`src/gpib_talker_pkg.sv`:
```
// Constants, types and structs for the instrument-bus talker block.
// What this block does
// - Force-end is aux bit 5; a pending end in TACS drives EOI.
// - The force-end bit clears itself one clock after the host sets it.
// - EOI stays asserted until the next data byte is accepted.
// - An end request made outside TACS waits; only reset cancels it.
// - Byte-out sets when the byte is accepted while in TACS.
// - ATN asserted leaves TACS and clears byte-out while ATN holds.
// - MLA, OTA or UNT puts the talker idle; byte-out stays clear.
// - MTA clears byte-out under ATN and, unless SPE was received, sets it again after ATN.
// - With holdoff set, every received command handshake is held.
// - Writing hex 10 to aux clears holdoff and releases the held command.
// - Service request is poll bit 6 and drives SRQ; other bits are status.
// - With SPE received, the addressed talker enters the serial poll state on ATN release.
// - Poll entry sets poll/command status, releases SRQ, puts byte out.
// - Poll status bits follow the state; late read shows hex 10.
// - Poll-active status clears when the controller ends the poll.
// - Service request cannot be cleared before the status byte is taken.
// - Status byte goes out with DAV once the controller shows RFD.
// - With no talker byte pending the status byte is sent once.
// - With a talker byte pending the status byte repeats on each RFD.
// - After a poll the host must clear service request before a new one.
// - Reading the interrupt status register releases IRQ.
// - A status bit raises IRQ only when its mask bit is set.
package gpib_talker_pkg;

  // Register byte addresses.
  localparam logic [7:0] ADR_INT = 8'h00;
  localparam logic [7:0] ADR_CMDST = 8'h04;
  localparam logic [7:0] ADR_ADRST = 8'h08;
  localparam logic [7:0] ADR_AUX = 8'h0c;
  localparam logic [7:0] ADR_SPOLL = 8'h10;
  localparam logic [7:0] ADR_TOUT = 8'h14;

  // Field positions.
  localparam int AUX_FEOI = 5;
  localparam int AUX_DACR = 4;
  localparam int AUX_DACD = 2;
  localparam int SP_RSV = 6;
  localparam int INT_IRQ = 4;
  localparam int INT_CMD = 2;
  localparam int INT_BO = 1;
  localparam int CST_SPAS = 2;
  localparam int AST_TACS = 3;
  localparam int AST_TADS = 1;

  // Reset values.
  localparam logic [7:0] MASK_RST = 8'h00;
  localparam logic [7:0] BYTE_RST = 8'h00;

  typedef enum logic [1:0] {T_IDLE, T_ADDR, T_ACT, T_SPAS} talk_e;
  typedef enum logic [1:0] {S_IDLE, S_WAIT, S_DAV} src_e;
  typedef enum logic [2:0] {
    C_OTHER, C_MTA, C_MLA, C_OTA, C_UNT, C_SPE, C_SPD
  } cmd_e;

  typedef struct packed {
    logic psel;
    logic penable;
    logic pwrite;
    logic [7:0] paddr;
    logic [31:0] pwdata;
  } apb_req_s;

  typedef struct packed {
    logic [31:0] prdata;
    logic pready;
    logic pslverr;
  } apb_rsp_s;

  typedef struct packed {
    logic atn;
    logic rfd;
    logic dac;
    logic cmd_stb;
    cmd_e cmd;
  } gpib_in_s;

  typedef struct packed {
    logic [7:0] dio;
    logic dio_oe;
    logic od_val;
    logic dav_oe;
    logic eoi_oe;
    logic srq_oe;
    logic cmd_hold;
    logic irq_oe;
  } gpib_out_s;

  typedef struct packed {
    talk_e st;
    src_e sh;
    logic feoi;
    logic end_pend;
    logic dacd;
    logic cmd_hold;
    logic spe;
    logic nba;
    logic [7:0] tout;
    logic [7:0] sp;
    logic srq;
    logic spas_nba;
    logic rsv_lock;
    logic bo;
    logic [7:0] mask;
    logic irq;
    logic lvl;
    logic [7:0] dio;
    logic [31:0] prdata;
  } state_s;

endpackage

```
`src/gpib_talker_end_serial_poll.sv`:
```
// Talker end-of-string, byte-out and serial poll logic with APB registers.
module gpib_talker_end_serial_poll (
  input logic clk_sys,
  input logic rst,
  input gpib_talker_pkg::apb_req_s apb_i,
  output gpib_talker_pkg::apb_rsp_s apb_o,
  input gpib_talker_pkg::gpib_in_s bus_i,
  output gpib_talker_pkg::gpib_out_s bus_o
);

  gpib_talker_pkg::state_s s_ff;
  gpib_talker_pkg::state_s nxt_s;
  logic wr;
  logic rd;
  logic hit;
  logic [7:0] adr;
  logic [31:0] wd;

  // Interrupt status byte built from the current state only.
  function automatic logic [7:0] int_stat(
    input gpib_talker_pkg::state_s s
  );
    logic [7:0] v;
    v = 8'h00;
    v[gpib_talker_pkg::INT_CMD] = (s.st == gpib_talker_pkg::T_SPAS);
    v[gpib_talker_pkg::INT_BO] = s.bo;
    v[gpib_talker_pkg::INT_IRQ] = s.irq;
    return v;
  endfunction

  // Status bits that can raise an interrupt, gated by the mask.
  function automatic logic masked_any(
    input gpib_talker_pkg::state_s s
  );
    logic [7:0] v;
    v = int_stat(s);
    v[gpib_talker_pkg::INT_IRQ] = 1'b0;
    return |(v & s.mask);
  endfunction

  // Read data for one register address.
  function automatic logic [7:0] rd_mux(
    input gpib_talker_pkg::state_s s,
    input logic [7:0] a
  );
    logic [7:0] v;
    v = 8'h00;
    case (a)
      gpib_talker_pkg::ADR_INT: begin
        v = int_stat(s);
      end
      gpib_talker_pkg::ADR_CMDST: begin
        v[gpib_talker_pkg::CST_SPAS] = (s.st == gpib_talker_pkg::T_SPAS);
      end
      gpib_talker_pkg::ADR_ADRST: begin
        v[gpib_talker_pkg::AST_TACS] = (s.st == gpib_talker_pkg::T_ACT);
        v[gpib_talker_pkg::AST_TADS] = (s.st == gpib_talker_pkg::T_ADDR);
      end
      gpib_talker_pkg::ADR_AUX: begin
        v[gpib_talker_pkg::AUX_FEOI] = s.feoi;
        v[gpib_talker_pkg::AUX_DACD] = s.dacd;
      end
      gpib_talker_pkg::ADR_SPOLL: begin
        v = s.sp;
        v[gpib_talker_pkg::SP_RSV] = s.srq;
      end
      default: begin
        v = 8'h00;
      end
    endcase
    return v;
  endfunction

  // APB access decode; every access completes with no wait state.
  assign adr = apb_i.paddr;
  assign wd = apb_i.pwdata;
  assign wr = apb_i.psel && apb_i.penable && apb_i.pwrite;
  assign rd = apb_i.psel && apb_i.penable && !apb_i.pwrite;
  assign hit = (adr == gpib_talker_pkg::ADR_INT) ||
               (adr == gpib_talker_pkg::ADR_CMDST) ||
               (adr == gpib_talker_pkg::ADR_ADRST) ||
               (adr == gpib_talker_pkg::ADR_AUX) ||
               (adr == gpib_talker_pkg::ADR_SPOLL) ||
               (adr == gpib_talker_pkg::ADR_TOUT);

  // Next-state logic. Later assignments win, so sets follow clears.
  always_comb begin
    nxt_s = s_ff;
    nxt_s.feoi = 1'b0;
    // Talker state follows ATN; the poll state is entered on release.
    case (s_ff.st)
      gpib_talker_pkg::T_ACT, gpib_talker_pkg::T_SPAS: begin
        if (bus_i.atn) begin
          nxt_s.st = gpib_talker_pkg::T_ADDR;
        end
      end
      gpib_talker_pkg::T_ADDR: begin
        if (!bus_i.atn && s_ff.spe) begin
          nxt_s.st = gpib_talker_pkg::T_SPAS;
          nxt_s.srq = 1'b0;
          nxt_s.spas_nba = 1'b1;
          nxt_s.rsv_lock = 1'b1;
        end else if (!bus_i.atn) begin
          nxt_s.st = gpib_talker_pkg::T_ACT;
        end
      end
      default: begin
        nxt_s.st = s_ff.st;
      end
    endcase
    // Source handshake for data bytes and the poll status byte.
    case (s_ff.sh)
      gpib_talker_pkg::S_IDLE: begin
        if (s_ff.st == gpib_talker_pkg::T_ACT && s_ff.nba) begin
          nxt_s.dio = s_ff.tout;
          nxt_s.sh = gpib_talker_pkg::S_WAIT;
        end else if (s_ff.st == gpib_talker_pkg::T_SPAS &&
                     s_ff.spas_nba) begin
          nxt_s.dio = s_ff.sp;
          nxt_s.sh = gpib_talker_pkg::S_WAIT;
        end
      end
      gpib_talker_pkg::S_WAIT: begin
        if (bus_i.atn) begin
          nxt_s.sh = gpib_talker_pkg::S_IDLE;
        end else if (bus_i.rfd) begin
          nxt_s.sh = gpib_talker_pkg::S_DAV;
        end
      end
      gpib_talker_pkg::S_DAV: begin
        if (bus_i.atn) begin
          nxt_s.sh = gpib_talker_pkg::S_IDLE;
        end else if (bus_i.dac) begin
          nxt_s.sh = gpib_talker_pkg::S_IDLE;
          if (s_ff.st == gpib_talker_pkg::T_SPAS) begin
            nxt_s.rsv_lock = 1'b0;
            if (!s_ff.nba) begin
              nxt_s.spas_nba = 1'b0;
            end
          end else begin
            nxt_s.nba = 1'b0;
            nxt_s.end_pend = 1'b0;
          end
        end
      end
      default: begin
        nxt_s.sh = gpib_talker_pkg::S_IDLE;
      end
    endcase
    // Register writes.
    if (wr) begin
      case (adr)
        gpib_talker_pkg::ADR_INT: begin
          nxt_s.mask = wd[7:0];
        end
        gpib_talker_pkg::ADR_AUX: begin
          nxt_s.dacd = wd[gpib_talker_pkg::AUX_DACD];
          if (wd[gpib_talker_pkg::AUX_DACR]) begin
            nxt_s.cmd_hold = 1'b0;
          end
          if (wd[gpib_talker_pkg::AUX_FEOI]) begin
            nxt_s.feoi = 1'b1;
            nxt_s.end_pend = 1'b1;
          end
        end
        gpib_talker_pkg::ADR_SPOLL: begin
          nxt_s.sp = wd[7:0];
          if (s_ff.rsv_lock) begin
            nxt_s.sp[gpib_talker_pkg::SP_RSV] =
              s_ff.sp[gpib_talker_pkg::SP_RSV];
          end
          if (wd[gpib_talker_pkg::SP_RSV] &&
              !s_ff.sp[gpib_talker_pkg::SP_RSV]) begin
            nxt_s.srq = 1'b1;
          end
        end
        gpib_talker_pkg::ADR_TOUT: begin
          nxt_s.tout = wd[7:0];
          nxt_s.nba = 1'b1;
        end
        default: begin
          nxt_s.nba = nxt_s.nba;
        end
      endcase
    end
    // Commands received while ATN is asserted.
    if (bus_i.cmd_stb) begin
      if (s_ff.dacd) begin
        nxt_s.cmd_hold = 1'b1;
      end
      case (bus_i.cmd)
        gpib_talker_pkg::C_MTA: begin
          nxt_s.st = gpib_talker_pkg::T_ADDR;
        end
        gpib_talker_pkg::C_MLA, gpib_talker_pkg::C_OTA,
        gpib_talker_pkg::C_UNT: begin
          nxt_s.st = gpib_talker_pkg::T_IDLE;
        end
        gpib_talker_pkg::C_SPE: begin
          nxt_s.spe = 1'b1;
        end
        gpib_talker_pkg::C_SPD: begin
          nxt_s.spe = 1'b0;
        end
        default: begin
          nxt_s.spe = nxt_s.spe;
        end
      endcase
    end
    // Byte-out is the empty output register while in TACS.
    nxt_s.bo = (nxt_s.st == gpib_talker_pkg::T_ACT) && !nxt_s.nba;
    // Interrupt: read releases, a rising masked level sets.
    if (rd && adr == gpib_talker_pkg::ADR_INT) begin
      nxt_s.irq = 1'b0;
    end
    nxt_s.lvl = masked_any(s_ff);
    if (nxt_s.lvl && !s_ff.lvl) begin
      nxt_s.irq = 1'b1;
    end
    // Read data is captured in the setup cycle.
    if (apb_i.psel && !apb_i.penable) begin
      nxt_s.prdata = {24'h000000, rd_mux(s_ff, adr)};
    end
  end

  // State register with synchronous reset.
  always_ff @(posedge clk_sys) begin
    if (rst) begin
      s_ff <= '{st: gpib_talker_pkg::T_IDLE, sh: gpib_talker_pkg::S_IDLE,
                mask: gpib_talker_pkg::MASK_RST,
                tout: gpib_talker_pkg::BYTE_RST,
                sp: gpib_talker_pkg::BYTE_RST,
                dio: gpib_talker_pkg::BYTE_RST,
                prdata: 32'h00000000, default: 1'b0};
    end else begin
      s_ff <= nxt_s;
    end
  end

  // Port outputs.
  assign apb_o.prdata = s_ff.prdata;
  assign apb_o.pready = 1'b1;
  assign apb_o.pslverr = apb_i.psel && apb_i.penable && !hit;
  assign bus_o.dio = s_ff.dio;
  assign bus_o.dio_oe = (s_ff.sh != gpib_talker_pkg::S_IDLE);
  assign bus_o.od_val = 1'b0;
  assign bus_o.dav_oe = (s_ff.sh == gpib_talker_pkg::S_DAV);
  assign bus_o.eoi_oe = s_ff.end_pend &&
                        (s_ff.st == gpib_talker_pkg::T_ACT);
  assign bus_o.srq_oe = s_ff.srq;
  assign bus_o.cmd_hold = s_ff.cmd_hold;
  assign bus_o.irq_oe = s_ff.irq;
endmodule

```
`config.mk`:
```
export PLATFORM = sky130hd
export DESIGN_NAME = gpib_talker_end_serial_poll
export DESIGN_NICKNAME = d
export VERILOG_FILES = /design/src/gpib_talker_pkg.sv /design/src/gpib_talker_end_serial_poll.sv
export SDC_FILE = /design/constraint.sdc
export NUM_CORES = 1
export LEC_CHECK = 0
export BUFFER_PORTS_ARGS = -buffer_cell sky130_fd_sc_hd__buf_2
export CAP_MARGIN = 20
export CORE_MARGIN = 5
export CORE_UTILIZATION = 45
export CTS_CLUSTER_DIAMETER = 100
export DETAILED_ROUTE_END_ITERATION = 10
export PLACE_DENSITY = 0.85
export REMOVE_ABC_BUFFERS = 1
export SLEW_MARGIN = 0
export SYNTH_ARGS = -nofsm -noshare
export SYNTH_HDL_FRONTEND = slang
export SYNTH_SLANG_ARGS = --single-unit
```
`constraint.sdc`:
```
create_clock -name clk_sys -period 2 [get_ports clk_sys]
set_input_delay 0.1 -clock clk_sys [delete_from_list [all_inputs] [get_ports clk_sys]]
set_output_delay 0.1 -clock clk_sys [all_outputs]
set_load 0.02 [all_outputs]
```
==> key figures <==
Critical path
  • CP Capture Type: flip-flop
  • Crit path launch type: flip-flop
  • Worst R2R Start: s_ff[78]
  • Terminus of the critical flop-to-flop path: s_ff[77]
  • R2R depth: 4
  • Setup Crit Path Kind: reg2reg
  • Max Fanout on Critical Path: 11
  • Worst R2R Setup Slack: 450 ps
  • WP data required: 2210 ps
  • Critical Path AT: 1760 ps

Power and ir drop
  • Clock power share: 41.6%
  • Power share of the combinational group: 8.6%
  • Switching share of power: 23.3%
  • Leakage: 1.15 nW
  • VDD IR max: 0.379 mV
  • Reg power frac: 49.8%
  • Power per cell area: 722 nW/µm²
  • Net Sw Power: 471 µW
  • Int Power: 1.55 mW

Final layout
  • Filler cells: 534
  • Layout cell share with drive strength beyond 1: 22.9%
  • Area of the multi-input gates: 1270 µm²
  • Post-route cell area: 2800 µm²
  • Final cell count without fillers: 399
  • Diode count: 0
  • Area grow syn2layout: 7.59%
  • Sequential Area: 1000 µm²
  • Final #Nets: 378

Worst hold path
  • Hold Path Stages: 3
  • Worst hold start: apb_i[7]
  • Min-Delay Endpoint: s_ff[61]
  • Hold WC Path Type: in2reg

Global route
  • Vias in the first global route: 1925
  • First-pass GRT wire length: 8.96 mm
  • GR Util All Layers: 15.0%
  • GR Overflow Total: 0
  • Largest net degree at the start of global routing: 29
  • Initial antenna violation count: 0

CTS
  • CTS buffer count: 5
  • Post-CTS Hold Buffers: 0
  • Root buffer cell: clkbuf_8
  • Sink Count: 50
  • Post-CTS Setup Inserts: 0
  • Clock buffer depth: 2
  • TritonCTS clock tree: yes
  • Clk Latency, worst-skew pair: 300 ps
  • Post-CTS sizing: 0
  • Max H-tree Level: 2
  • Clock-pin transition on the worst setup and hold timing paths: 90 ps

Timing
  • # setup viols final: 0
  • Setup TNS: 0 ps
  • Final Hold Vio Count: 0
  • Final Skew: 5.78 ps
  • Minimum clock period: 1550 ps
  • Slew HR: 56.2%
  • Max-slew violations: 0
  • RSZ-0062 raised after global routing: no
  • Final Cycle Share: 77.3%
  • Worst-Margin Slew: 656 ps
  • Fmax: 647 MHz

Floorplan
  • # IOs: 101
  • Row Count: 27
  • Die Y-Extent: 86.1 µm
  • Die width: 86.1 µm
  • Core Region: 5570 µm²
  • Starting Density: 46.8%
  • Die Area: 7410 µm²

Route
  • Vias after detailed routing: 2045
  • Router iterations before antenna repair: 4
  • Initial drt markers: 108
  • Post-DRT Antenna Nets: 0
  • Vias per cell: 5.13
  • Routed length per instance: 13.8 µm
  • DRC violations left: 0
  • Final WL: 5.52 mm

Placed design
  • Post-Place Cells: 391
  • GPL Wtd Cong: 0.783
  • Input/output buffers: 50
  • DP HPWL: 4.12 mm
  • Post-DP Area: 2670 µm²

Logic synthesis
  • FF+latch count, synth: 50
  • Cell Area, Synth: 2610 µm²
  • Synthesized area per cell: 8.63 µm²
  • Adder and majority cell fraction of the synthesized area: 0%
  • Dominant synthesized flop cell: dfxtp_1
  • Multiplexer share of the synthesized area: 8.50%
  • Post-Synthesis Cells: 302
  • Largest family of logic cells by synthesized area: simple AND/OR/NAND/NOR gates
  • Async S/R FF share, synth: 0%
  • Post-synth EDFFs: 0
  • Synth warn: 0
  • Xor and xnor area share after synthesis: 0.336%
  • Compound-Gate Fraction of Synth Area: 12.0%
  • Cell variety after synth: 49
  • Simple-Gate Fraction of Synth Area: 24.0%
  • Post-synthesis sequential area ratio: 38.4%

Run
  • MaxCap Viol Count: 0

Status
  • Status: completed
-- worst max-delay path, cell delays in order, from the launching register on --
cell	delay [ps]
dfxtp_1	550
mux2i_1	160
nand2b_1	200
mux2_2	280
a211oi_1	250
-- power groups by stage --
| stage | combinational [mW] | sequential [mW] | clock (mW) |
|---|---|---|---|
| final | 0.175 | 1.01 | 0.842 |
| after global routing | 0.191 | 1.01 | 0.897 |
| after CTS | 0.173 | 1.01 | 0.853 |
| after detailed placement | 0.173 | 1.03 | 0 |
| after global placement | 0.169 | 1.03 | 0 |
| after floorplan | 0.0890 | 1.04 | 0 |
-- Yosys cell counts (all sizes together), types with 5 or more instances --
| cell | count | area (µm²) |
|---|---|---|
| a21oi | 18 | 90.1 |
| nand3 | 7 | 35.0 |
| buf | 51 | 380 |
| nand2 | 32 | 120 |
| nor2 | 37 | 139 |
| nand3b | 6 | 45.0 |
| mux2i | 21 | 210 |
| nor3 | 7 | 46.3 |
| clkbuf | 10 | 38.8 |
| a211oi | 11 | 82.6 |
| o21ai | 5 | 28.8 |
| dfxtp | 50 | 1000 |
-- sequential cells by signal, summed over array words and instances, names as in the netlist --
register,cells
bus_o,11
apb_o,8
s_ff,31
-- cell families (layout without fill, tap and decap cells) --
kind of cell | Yosys count | count (layout)
AND/OR/NAND/NOR | 116 | 116
buffers and inverters | 64 | 65
flip-flops | 50 | 50
AO/OA/AOI/OAI | 47 | 47
multiplexers | 22 | 22
other | 2 | 26
XOR/XNOR | 1 | 1
-- routing by layer --
metal | share of wire, % | up-vias | global-route usage [%]
met5 | 0 | - | 0
met4 | 1.4 | 0 | 5.18
met3 | 7.6 | 8 | 4.80
met2 | 50 | 62 | 25.3
met1 | 41 | 949 | 17.7
li1 | - | 1026 | -
-- final cells by class --
type | count | share of cell area (%)
timing repair buffer | 54 | 10.4
clock buffer | 5 | 2.45
tap | 72 | 3.21
inverter | 3 | 0.402
clock inverter | 3 | 2.45
sequential | 50 | 35.7
multi-input combinational | 212 | 45.3
-- layout by cell type, fill, tap and decap left out, types with 2 or more instances in the layout --
master,n
buf_4,3
or4_4,2
mux2i_1,21
nand3b_1,6
nor3_1,6
clkbuf_8,5
nand2_1,32
nor4bb_1,2
nor3b_1,3
a211oi_1,11
nor2_1,37
a221oi_1,3
bufinv_16,2
conb_1,26
nor4_2,2
a21oi_1,18
o21ai_0,4
dfxtp_1,50
buf_2,50
nand2b_1,4
inv_1,3
nand3_1,7
and3b_1,2
a311oi_1,3
-- how the worst max path moves through the flow --
stage / start / to / slack, ps / cells after the start
final: s_ff[78] / s_ff[77] / 450 / 4
after global routing: s_ff[78] / s_ff[77] / 300 / 4
after CTS: s_ff[78] / s_ff[77] / 470 / 4
after detailed placement: apb_i[37] / s_ff[60] / 340 / 5
after global placement: apb_i[37] / s_ff[60] / 400 / 5
after floorplan: apb_i[37] / s_ff[50] / -320 / 4
-- through the flow --
step | hold slack [ps] | total power [mW] | util [%] | setup WS [ps]
after floorplan | 169 | 1.12 | - | -321
after global placement | 356 | 1.20 | 47.8 | 401
after detailed placement | 366 | 1.20 | 47.8 | 338
after CTS | 32.9 | 2.03 | 50.3 | 469
after global routing | 28.7 | 2.10 | 50.3 | 302
final | 47.3 | 2.02 | 50.3 | 454
No activity file was read; power rests on OpenSTA's default activity.
